`src/design/sbs_consts.svh`:
```
/*
  constants for the synthesizer band-select and status block and its host.
  assumes a 100 MHz aclk and 4-bit register addresses on the link.
*/
`ifndef SBS_CONSTS_SVH
`define SBS_CONSTS_SVH

`define SBS_CLK_NS       10
`define SBS_REG_INT_HI   4'h0
`define SBS_REG_INT_LO   4'h1
`define SBS_REG_FRAC_MSB 4'h3
`define SBS_REG_FRAC_LSB 4'h4
`define SBS_REG_REFDIV   4'h5
`define SBS_REG_PLL      4'h6
`define SBS_REG_VCO      4'h7
`define SBS_REG_CTRL     4'h9
`define SBS_REG_TEST     4'hB
`define SBS_REG_STAT1    4'hC
`define SBS_REG_STAT2    4'hD
`define SBS_NUM_RW       12
`define SBS_RST_PLL      8'hC0
`define SBS_RST_VCO      8'hCC
`define SBS_RST_TEST     8'h08
`define SBS_VCO_VAS      2
`define SBS_VCO_ADL      1
`define SBS_VCO_ADE      0
`define SBS_CTRL_STANDBY_BIT    7
`define SBS_TEST_RSVD    4
`define SBS_TEST_FAST    3
`define SBS_INT_HI_TOP   7
`define SBS_NUM_BANDS    24
`define SBS_LAST_BAND    5'h17
`define SBS_RST_BAND     5'h19
`define SBS_BAND_FLD     7:3
`define SBS_PUMP_FLD     7:5
`define SBS_REFSEL_FLD   2:0
`define SBS_ADC_VAS_LO   3'h2
`define SBS_ADC_VAS_HI   3'h5
`define SBS_CMD_ADDR_FLD 11:8
`define SBS_CMD_DATA_FLD 7:0
`define SBS_SETTLE_NS    2000
`define SBS_SETTLE_CYC   (`SBS_SETTLE_NS / `SBS_CLK_NS)
`define SBS_PWRUP_US     100
`define SBS_PWRUP_CYC    (`SBS_PWRUP_US * 1000 / `SBS_CLK_NS)
`define SBS_AXI_CMD      4'h0
`define SBS_AXI_STAT     4'h4
`define SBS_CMD_RD       16
`define SBS_RESP_OKAY    2'h0
`define SBS_RESP_SLVERR  2'h2

`endif

```
`src/design/sbs_pkg.sv`:
```
/*
  types shared by the band-select device end and its host end.
  assumes nothing beyond a SystemVerilog compiler.
*/
package sbs_pkg;
  typedef logic [3:0] sbs_addr_t;
  typedef logic [7:0] sbs_byte_t;
  typedef enum logic [1:0] {AS_IDLE, AS_SETTLE, AS_CHECK} sbs_as_e;
  typedef enum logic [1:0] {LK_IDLE, LK_REQ, LK_STOP} sbs_link_e;
endpackage : sbs_pkg

```
`src/design/sbs_link_if.sv`:
```
/*
  register link between the host controller and the band-select device.
  assumes both ends run on the same aclk.
*/
`timescale 1ns/1ps
interface sbs_link_if;
  logic               req;
  logic               we;
  sbs_pkg::sbs_addr_t addr;
  sbs_pkg::sbs_byte_t wdata;
  logic               stop;
  logic               ack;
  sbs_pkg::sbs_byte_t rdata;
  modport dev
  (
    input  req,
    input  we,
    input  addr,
    input  wdata,
    input  stop,
    output ack,
    output rdata
  );
  modport host
  (
    output req,
    output we,
    output addr,
    output wdata,
    output stop,
    input  ack,
    input  rdata
  );
endinterface : sbs_link_if

```
`src/design/sbs_device.sv`:
```
/*
  device end: register bank, status bytes, band autoselect, tune adc latch, standby.
  assumes the host holds req until ack and pulses stop after each transfer;
  lock and tune code arrive from analog pins outside the clock domain.
*/
// Behaviour
// - pump test field bits 7:5, reset 000
// - host sets fast_lock after power-up
// - ref_out_select bits 2:0, kept at 000
// - power-on flag cleared by status read plus stop
// - success set on good search, else zero
// - done low while search runs
// - lock bit valid only with fast_lock set
// - second status: band 7:3, adc 2:0
// - adc codes: out, locked, autoselect-locked
// - 24 bands, manual band reported back
// - lsb divider write starts autoselect
// - host writes register 0x4 last
// - host rewrites all dividers on retune
// - search starts from programmed band
// - done cleared at start, set at end
// - accept only autoselect-locked adc codes
// - adc enable then latch stores the code
// - standby keeps only bus and crystal running
// - registers kept across standby
// - host waits 100us then programs all
// - host encodes dividers as straight binary
// - oscillator bit 2 enables autoselect
`timescale 1ns/1ps
`include "sbs_consts.svh"
module sbs_device
#(
  parameter int SETTLE_CYC = `SBS_SETTLE_CYC
)
(
  // clock and reset
  input  wire logic       aclk,
  input  wire logic       aresetn,
  // register link
  sbs_link_if.dev         link,
  // analog status pins
  input  wire logic       pll_lock_pin,
  input  wire logic [2:0] tune_code_pin,
  // analog controls
  output logic [4:0]      band_sel,
  output logic            synth_en,
  output logic            rf_path_en,
  output logic [2:0]      pump_test_mode,
  output logic            fast_lock,
  output logic [2:0]      ref_out_select
);
  import sbs_pkg::*;

  if (SETTLE_CYC < 1 || SETTLE_CYC > 65535)
  begin : g_bad_settle
    $error("settle count out of range");
  end

  typedef struct packed {
    logic [`SBS_NUM_RW-1:0][7:0] regs;
    logic                        por;
    logic                        stat_rd;
    sbs_as_e                     as_st;
    logic [4:0]                  band;
    logic [4:0]                  tries;
    logic [15:0]                 cnt;
    logic                        as_ok;
    logic [2:0]                  adc;
    logic [2:0]                  code_s1;
    logic [2:0]                  code_s2;
    logic [2:0]                  code_s3;
    logic [2:0]                  code_f;
    logic                        lock_s1;
    logic                        lock_s2;
    logic                        lock_s3;
    logic                        lock_f;
    logic                        ack;
    logic [7:0]                  rdata;
    logic                        synth_en;
    logic                        rf_en;
  } sbs_dev_s;

  sbs_dev_s st_r;
  sbs_dev_s st_nxt;

  function automatic logic [7:0] reset_value(input int idx);
    case (idx)
      int'(`SBS_REG_PLL):  reset_value = `SBS_RST_PLL;
      int'(`SBS_REG_VCO):  reset_value = `SBS_RST_VCO;
      int'(`SBS_REG_TEST): reset_value = `SBS_RST_TEST;
      default:             reset_value = 8'h00;
    endcase
  endfunction : reset_value

  function automatic logic vas_locked(input logic [2:0] code);
    vas_locked = (code == `SBS_ADC_VAS_LO) || (code == `SBS_ADC_VAS_HI);
  endfunction : vas_locked

  logic [7:0] vco_reg;
  logic       vas_on;
  logic       standby_bit;
  logic       take;
  logic       wr_ok;

  assign vco_reg = st_r.regs[`SBS_REG_VCO];
  assign vas_on  = vco_reg[`SBS_VCO_VAS];
  assign standby_bit    = st_r.regs[`SBS_REG_CTRL][`SBS_CTRL_STANDBY_BIT];
  assign take    = link.req && !st_r.ack;
  assign wr_ok   = take && link.we && (link.addr <= `SBS_REG_TEST);

  always_comb
  begin
    st_nxt     = st_r;
    st_nxt.ack = take;

    // pin synchronisers, a change counts once stages two and three agree
    st_nxt.code_s1 = tune_code_pin;
    st_nxt.code_s2 = st_r.code_s1;
    st_nxt.code_s3 = st_r.code_s2;
    if (st_r.code_s2 == st_r.code_s3)
      st_nxt.code_f = st_r.code_s3;
    st_nxt.lock_s1 = pll_lock_pin;
    st_nxt.lock_s2 = st_r.lock_s1;
    st_nxt.lock_s3 = st_r.lock_s2;
    if (st_r.lock_s2 == st_r.lock_s3)
      st_nxt.lock_f = st_r.lock_s3;

    // register reads
    if (take && !link.we)
    begin
      case (link.addr)
        `SBS_REG_STAT1:
        begin
          st_nxt.rdata = {st_r.por, st_r.as_ok, st_r.as_st == AS_IDLE,
                          st_r.lock_f & st_r.regs[`SBS_REG_TEST][`SBS_TEST_FAST],
                          4'h0};
          st_nxt.stat_rd = 1'b1;
        end
        `SBS_REG_STAT2: st_nxt.rdata = {st_r.band, st_r.adc};
        default:
          if (link.addr <= `SBS_REG_TEST)
            st_nxt.rdata = st_r.regs[link.addr];
          else
            st_nxt.rdata = 8'h00;
      endcase
    end

    // power-on flag falls at the stop that ends a status read
    if (link.stop)
    begin
      if (st_r.stat_rd)
        st_nxt.por = 1'b0;
      st_nxt.stat_rd = 1'b0;
    end

    // register writes, retained through standby
    if (wr_ok)
    begin
      st_nxt.regs[link.addr] = link.wdata;
      if (link.addr == `SBS_REG_TEST)
        st_nxt.regs[link.addr][`SBS_TEST_RSVD] = 1'b0;
    end

    // tune adc latch: enable must already be set when the latch bit is written
    if (wr_ok && link.addr == `SBS_REG_VCO && link.wdata[`SBS_VCO_ADL]
        && vco_reg[`SBS_VCO_ADE])
      st_nxt.adc = st_r.code_f;

    // band autoselect
    case (st_r.as_st)
      AS_IDLE:
      begin
        if (!vas_on)
        begin
          st_nxt.band  = vco_reg[`SBS_BAND_FLD];
          st_nxt.as_ok = 1'b0;
        end
        if (wr_ok && link.addr == `SBS_REG_FRAC_LSB && vas_on && !standby_bit)
        begin
          st_nxt.as_st = AS_SETTLE;
          st_nxt.band  = (vco_reg[`SBS_BAND_FLD] > `SBS_LAST_BAND) ? 5'h00
                       : vco_reg[`SBS_BAND_FLD];
          st_nxt.tries = 5'h00;
          st_nxt.cnt   = 16'(SETTLE_CYC);
          st_nxt.as_ok = 1'b0;
        end
      end
      AS_SETTLE:
      begin
        st_nxt.cnt = st_r.cnt - 16'h0001;
        if (st_r.cnt == 16'h0001)
          st_nxt.as_st = AS_CHECK;
      end
      AS_CHECK:
      begin
        if (vas_locked(st_r.code_f))
        begin
          st_nxt.as_st = AS_IDLE;
          st_nxt.as_ok = 1'b1;
          st_nxt.adc   = st_r.code_f;
        end
        else if (st_r.tries == 5'(`SBS_NUM_BANDS - 1))
        begin
          st_nxt.as_st = AS_IDLE;
          st_nxt.as_ok = 1'b0;
        end
        else
        begin
          st_nxt.as_st = AS_SETTLE;
          st_nxt.tries = st_r.tries + 5'h01;
          st_nxt.band  = (st_r.band == `SBS_LAST_BAND) ? 5'h00 : st_r.band + 5'h01;
          st_nxt.cnt   = 16'(SETTLE_CYC);
        end
      end
      default: st_nxt.as_st = AS_IDLE;
    endcase

    // standby leaves only the bus and crystal paths alive
    st_nxt.synth_en = !st_nxt.regs[`SBS_REG_CTRL][`SBS_CTRL_STANDBY_BIT];
    st_nxt.rf_en    = !st_nxt.regs[`SBS_REG_CTRL][`SBS_CTRL_STANDBY_BIT];
    if (st_nxt.regs[`SBS_REG_CTRL][`SBS_CTRL_STANDBY_BIT] && st_r.as_st != AS_IDLE)
      st_nxt.as_st = AS_IDLE;
  end

  always_ff @(posedge aclk)
  begin
    if (!aresetn)
    begin
      st_r          <= '0;
      for (int i = 0; i < `SBS_NUM_RW; i++)
        st_r.regs[i] <= reset_value(i);
      st_r.por      <= 1'b1;
      st_r.as_st    <= AS_IDLE;
      st_r.band     <= `SBS_RST_BAND;
      st_r.synth_en <= 1'b1;
      st_r.rf_en    <= 1'b1;
    end
    else
    begin
      st_r <= st_nxt;
    end
  end

  assign link.ack       = st_r.ack;
  assign link.rdata     = st_r.rdata;
  assign band_sel       = st_r.band;
  assign synth_en       = st_r.synth_en;
  assign rf_path_en     = st_r.rf_en;
  assign pump_test_mode = st_r.regs[`SBS_REG_TEST][`SBS_PUMP_FLD];
  assign fast_lock      = st_r.regs[`SBS_REG_TEST][`SBS_TEST_FAST];
  assign ref_out_select = st_r.regs[`SBS_REG_TEST][`SBS_REFSEL_FLD];
endmodule : sbs_device

```
`src/flat_wrapper.sv`:
```
// flat-port wrapper written by rule: the top's interface ports become plain ports
module sbs_device_flat import sbs_pkg::*;
#(
  parameter int SETTLE_CYC = `SBS_SETTLE_CYC
)
  (aclk, aresetn, pll_lock_pin, tune_code_pin, band_sel, synth_en, rf_path_en, pump_test_mode, fast_lock, ref_out_select, link_req, link_we, link_addr, link_wdata, link_stop, link_ack, link_rdata);
  sbs_link_if link_i ();
  input  wire logic aclk;
  input  wire logic aresetn;
  input  wire logic pll_lock_pin;
  input  wire logic [2:0] tune_code_pin;
  output logic [4:0] band_sel;
  output logic synth_en;
  output logic rf_path_en;
  output logic [2:0] pump_test_mode;
  output logic fast_lock;
  output logic [2:0] ref_out_select;
  input wire logic [$bits(link_i.req)-1:0] link_req;
  input wire logic [$bits(link_i.we)-1:0] link_we;
  input wire logic [$bits(link_i.addr)-1:0] link_addr;
  input wire logic [$bits(link_i.wdata)-1:0] link_wdata;
  input wire logic [$bits(link_i.stop)-1:0] link_stop;
  output wire logic [$bits(link_i.ack)-1:0] link_ack;
  output wire logic [$bits(link_i.rdata)-1:0] link_rdata;
  assign link_i.req = link_req;
  assign link_i.we = link_we;
  assign link_i.addr = link_addr;
  assign link_i.wdata = link_wdata;
  assign link_i.stop = link_stop;
  assign link_ack = link_i.ack;
  assign link_rdata = link_i.rdata;
  sbs_device #(.SETTLE_CYC(SETTLE_CYC)) u_core (.aclk(aclk), .aresetn(aresetn), .link(link_i), .pll_lock_pin(pll_lock_pin), .tune_code_pin(tune_code_pin), .band_sel(band_sel), .synth_en(synth_en), .rf_path_en(rf_path_en), .pump_test_mode(pump_test_mode), .fast_lock(fast_lock), .ref_out_select(ref_out_select));
endmodule
```
`config.mk`:
```
export PLATFORM = sky130hd
export DESIGN_NAME = sbs_device_flat
export DESIGN_NICKNAME = d
export VERILOG_FILES = /design/src/design/sbs_pkg.sv /design/src/design/sbs_link_if.sv /design/src/design/sbs_device.sv /design/src/flat_wrapper.sv
export VERILOG_INCLUDE_DIRS = /design/src /design/src/design
export SDC_FILE = /design/constraint.sdc
export NUM_CORES = 1
export LEC_CHECK = 0
export BUFFER_PORTS_ARGS = -buffer_cell sky130_fd_sc_hd__buf_2
export CORE_ASPECT_RATIO = 1.2
export CORE_MARGIN = 2
export CORE_UTILIZATION = 44
export DETAILED_ROUTE_END_ITERATION = 8
export SLEW_MARGIN = 5
export SYNTH_ARGS = -nofsm -noshare
export SYNTH_HDL_FRONTEND = slang
export SYNTH_SLANG_ARGS = --single-unit
export TNS_END_PERCENT = 50
```
`constraint.sdc`:
```
create_clock -name aclk -period 5.4 [get_ports aclk]
set_input_delay 1.62 -clock aclk [delete_from_list [all_inputs] [get_ports aclk]]
set_output_delay 1.62 -clock aclk [all_outputs]
set_load 0.01 [all_outputs]
```
==> flow_summary.ini, run 1 <==
[outcome]
outcome = finished, final reports clean

[sta]
relSlewSlack = 0.3351
final.setup.tns_ns = 0
rsz0062_at_grt = false
fmax_mhz = 268.6
period_share = 0.6894
whs_ns = 0.4326
final.setup_skew_ns = 0.005762
final_max_slew_viol_count = 0
hold_violations = 0
min_period_ns = 3.723
fin_ws_ns = 1.677
worst_pin_slew_ns = 0.9974
setup_viol = 0

[synthesis]
synthTopCellsByCount = dfxtp_1, mux2i_1, nor2b_1, nand2_1, clkbuf_1
ys_seq_elements = 156
synth_top_cell_area_share = 0.4130
yosysUniqueCellTypes = 62
synth_nets = 799
ys_top_cells_by_area = dfxtp_1, mux2i_1, nor2b_1, mux4_2, nand2_1
yosysMostFrequentCell = dfxtp_1
postSynthCellCount = 770
synth_area_per_cell_sq_um = 9.821
synth_area_sq_um = 7562
synth_edf_count = 0
yosysTopAreaCell = dfxtp_1
synth-async-reset-ratio = 0
ys_seq_area_frac = 0.4130
yosys_warnings = 0
ys.flop_type = dfxtp_1

[cells_and_area]
fillers = 1547
largest-register = u_core.st_r
drive_gt1_frac = 0.1495
post-route-util = 0.4947
fin_cells = 992
largest_reg_flops = 118
final_area_sq_um = 8337
layout.nets = 792
syn_to_final_growth_pct = 10.24
n_antenna_cell = 0

[setup_path]
rr_startpoint = u_core.st_r[57]
slowest_delay_ns = 0.65
cp-end-kind = register
path_max_fanout = 31
cp-start-kind = input port
crit_chain = buf_2, nand4bb_4, o31a_1, or3_1, or3_1, a21boi_1
slowest_stage = or3_1
worstReg2RegEnd = u_core.st_r[41]
critical_path_class = in2reg
r2r_slack_ns = 2.61
crit_arrival_ns = 4.08
r2r_cells = 7
cpMostUsedCell = or3_1
required_ns = 5.76

[global_routing]
grt_max_degree = 111
grt_pass1_vias = 5551
overflow = 0
grt_first_pass_wirelength_um = 28950
grtUsageTotal = 0.2050
grt_antenna_before_repair = 0

[route]
drtIter0Drc = 431
vias = 5637
final_antenna_net_count = 0
drc = 0
firstDrtPassIters = 5
viasPerCell = 5.682
routed_wl_um = 18060
drt-wirelength-per-cell_um = 18.20

[floorplan]
row_count = 52
start_util = 0.4488
die_x_um = 123.7
fp.dieArea_sq_um = 18260
pin_count = 44
coreArea_sq_um = 16850
die_h_um = 147.6

[clock_network]
htree_levels = 4
clk_latency_ns = 0.43
cts_buffers = 17
ctsResizeCount = 0
cts.clk_slew.worst_paths_ns = 0.06
ctsLongestPathBuffers = 2
cts_setup_buffers = 0
cts_sinks = 156
hold_buffers = 0
cts_tree = done
cts-root-buf = clkbuf_16

[pwr]
power_per_cell_area_nw_per_um2 = 310.4
combPwrFrac = 0.051
irDropWorstVdd_mv = 0.1851
switching_share = 0.2286
power_frac_clock = 0.496
p_seq_frac = 0.453
p_leak_nw = 3.057
p_sw_mw = 0.5915
internal-power_mw = 1.996
finalPower_mw = 2.588

[place]
gp_congestion = 0.8162
place_area_sq_um = 7705
port_buffers = 43
dpl.hpwl_um = 12070
post-place-ws_ns = 1.221
place_inst = 960

[hold_path]
whs_path_depth = 1
hold_start = u_core.st_nxt[21]
hold-path-endpoint = u_core.st_nxt[18]
min_path_type = reg2reg

[job]
drv_cap = 0
==> placed cells by master, fill, tap and decap left out, types with 4 or more instances in the layout <==
cell	synthesis	final
clkbuf_16	0	17
nand4_1	8	8
dfxtp_1	156	156
nor2b_1	91	91
ha_1	8	8
mux4_2	24	24
and2_1	17	17
inv_6	0	7
buf_2	7	42
o21ai_0	33	33
a21oi_1	31	31
a21boi_0	12	12
nor4_1	4	4
nor3_2	4	4
or3_1	4	4
a22oi_1	5	5
nand4b_1	5	5
inv_1	9	9
and3b_1	4	4
nand2_1	63	63
o31ai_1	4	4
nor2_1	19	19
nor3_1	13	13
nand3_1	12	12
a31oi_1	15	15
o211ai_1	6	6
mux2i_1	93	93
a32o_1	4	4
bufinv_16	0	4
==> cell type report <==
cell class / instances / area, sq um / area share
Tap cell: 216 / 270.3 / 0.03242
Clock buffer: 17 / 425.4 / 0.05103
Timing Repair Buffer: 45 / 232.7 / 0.02792
Sequential cell: 156 / 3123 / 0.3746
Clock inverter: 15 / 206.4 / 0.02476
Inverter: 9 / 33.78 / 0.004052
Multi-Input combinational cell: 534 / 4045 / 0.4852
==> how the worst max path moves through the flow <==
stage | from | endpoint | slack [ns] | cells after the start
2_1_floorplan | link_addr[2] | u_core.band_sel[2] | 2.11 | 6
3_5_place_dp | link_addr[0] | u_core.st_r[32] | 1.22 | 6
4_1_cts | link_addr[0] | u_core.st_r[32] | 1.67 | 6
6_report | link_addr[0] | u_core.st_r[32] | 1.68 | 6
5_1_grt | link_addr[0] | u_core.st_r[41] | 1.44 | 6
3_3_place_gp | link_addr[0] | u_core.st_r[32] | 1.29 | 6
==> power by group through the flow <==
stage               sequential, mW  clock, mW  combinational, mW
global route                  1.17       1.36              0.143
finish                        1.17       1.28              0.131
CTS                           1.17       1.31              0.132
floorplan                     1.20          0              0.101
global placement              1.20          0              0.130
detailed placement            1.20          0              0.132
==> logic make-up (layout without fill, tap and decap cells) <==
logic type	Yosys count	after routing	share of synthesized area
flops	156	156	0.4130
xor+xnor	3	3	0.003475
fa+ha+maj	8	8	0.01324
compound gates	132	132	0.1115
simple gates	273	273	0.2100
buf+inv	80	86	0.05278
mux	118	118	0.1961
==> critical path, delay by kind of cell <==
family	cells	cell delay (ns)
compound gates	2	0.56
buf+inv	1	0.40
simple gates	3	1.49
==> routing by layer <==
layer  share of wire  global-route usage  up-vias
met2            0.50              0.3533      119
met5               0                   0        -
li1                -                   -     2729
met3           0.038             0.04823       31
met1            0.44              0.2474     2758
met4           0.021             0.07102        0
Note: power is estimated with default switching activity, not from simulation.
==> run 2, diff against run 1 <==
==> constraint.sdc (replaced) <==
create_clock -name aclk -period 3.4 [get_ports aclk]
set_input_delay 1.02 -clock aclk [delete_from_list [all_inputs] [get_ports aclk]]
set_output_delay 1.02 -clock aclk [all_outputs]
set_load 0.01 [all_outputs]
==> flow_summary.ini, run 2 (same netlist as run 1, synthesis figures left out) <==
[cells_and_area]
post-route-util = 0.5054
final_common_cell = dfxtp_1
drive_gt1_frac = 0.1662
final_area_sq_um = 8517
multi_input_area_sq_um = 4045
final_cell_mix = dfxtp_1, mux2i_1, nor2b_1
fillers = 1518
largest_reg_flops = 118
syn_to_final_growth_pct = 12.62
seq_area_sq_um = 3123
layout.nets = 810
largest-register = u_core.st_r
n_antenna_cell = 0

[setup_path]
rr_startpoint = u_core.st_r[57]
cp-end-kind = register
r2r_cells = 7
path_max_fanout = 18
required_ns = 3.71
r2r_slack_ns = 0.65
crit_arrival_ns = 3.06
critical_path_class = reg2reg
cp-start-kind = register
cp-startpoint = u_core.st_r[57]
worstReg2RegEnd = u_core.st_r[36]

[sta]
fin_ws_ns = 0.6524
relSlewSlack = 0.4051
final.setup_skew_ns = 0.003943
final_max_slew_viol_count = 0
hold_violations = 0
worst_pin_slew_ns = 0.8841
final.setup.tns_ns = 0
fmax_mhz = 364.0
setup_viol = 0
period_share = 0.8081
rsz0062_at_grt = false
min_period_ns = 2.748

[route]
routed_wl_um = 18510
wl_met1_um = 7957
met3_length_um = 849
drc = 0
routed-wl-met2_um = 9169
drt-wirelength-per-cell_um = 18.32
vias = 5706
drtIter0Drc = 379
routed.top_layer = met4
firstDrtPassIters = 4
viasPerCell = 5.650
final_antenna_net_count = 0

[clock_network]
hold_buffers = 0
ctsLongestPathBuffers = 2
ctsResizeCount = 0
clk_latency_ns = 0.42
cts_sinks = 156
cts_buffers = 17
cts.clk_slew.worst_paths_ns = 0.06
cts-root-buf = clkbuf_16
htree_levels = 4
cts_setup_buffers = 0
cts_tree = done

[place]
port_buffers = 43
gp_congestion = 0.8265
post-place-ws_ns = 0.2861
dpl.hpwl_um = 12810
place_area_sq_um = 7853

[floorplan]
row_count = 52
coreArea_sq_um = 16850
die_h_um = 147.6
die_x_um = 123.7
pin_count = 44
fp.dieArea_sq_um = 18260
start_util = 0.4488

[global_routing]
grt_first_pass_wirelength_um = 29670
grt_pass1_vias = 5730
overflow = 0
grt_antenna_before_repair = 0
grt_max_degree = 55
grtUsageTotal = 0.2101

[outcome]
outcome = finished, final reports clean

[hold_path]
min_path_type = reg2reg
hold-path-endpoint = u_core.st_r[153]
whs_path_depth = 2
hold_start = u_core.st_r[153]

[pwr]
power_per_cell_area_nw_per_um2 = 495.9
p_leak_nw = 3.174
irDropWorstVdd_mv = 0.3342

[job]
drv_cap = 0
## run 2: changes by cell type in the layout (fill, tap and decap cells not counted), sizes merged
cell	delta
buf	+18
bufinv	+2
clkbuf	+3
clkinv	+4
clkinvlp	-2
inv	-7
## run 2: layout make-up
| cell class | count | area share |
|---|---|---|
| clock buffers | 20 | 0.05245 |
| clock inverters | 12 | 0.02556 |
| inverters | 9 | 0.003967 |
| multi-input cells | 534 | 0.4750 |
| flip-flops and latches | 156 | 0.3667 |
| well taps | 216 | 0.03173 |
| repair buffers | 63 | 0.04466 |
## run 2: worst max-delay path, stage by stage (launching register included)
cell and delay (ns):
dfxtp_1 0.33, inv_1 0.11, ha_1 0.55, inv_1 0.29, o211ai_1 0.43, or3_1 0.54, nor2_1 0.15, a32o_1 0.24
## run 2: stage by stage
step	power (mW)	instances	hold slack, ns
finish	4.223	1010	0.4273
global route	4.361	1010	0.4402
detailed placement	2.126	978	0.4200
global placement	2.122	978	0.4145
CTS	4.261	1010	0.4293
floorplan	2.058	770	0.4065
## run 2: worst max path at each step
stage | to | cells past startpoint | slack (ns)
floorplan | u_core.band_sel[2] | 6 | 0.71
global placement | u_core.st_r[32] | 6 | 0.36
detailed placement | u_core.st_r[40] | 6 | 0.29
CTS | u_core.st_r[36] | 7 | 0.66
global route | u_core.st_r[33] | 7 | 0.39
finish | u_core.st_r[36] | 7 | 0.65
## run 2: layer usage
metal	vias up	GRT usage
met4	0	0.08580
li1	2762	-
met2	112	0.3497
met5	-	0
met1	2801	0.2587
met3	31	0.05015
## run 2: power breakdown
part | internal [mW] | leakage [nW] | total (mW) | switching (mW)
Combinational | 0.0901 | 1.59 | 0.224 | 0.133
Clock | 1.39 | 0.328 | 2.14 | 0.745
Sequential | 1.85 | 1.26 | 1.86 | 0.0124
Total | 3.33 | 3.17 | 4.22 | 0.891
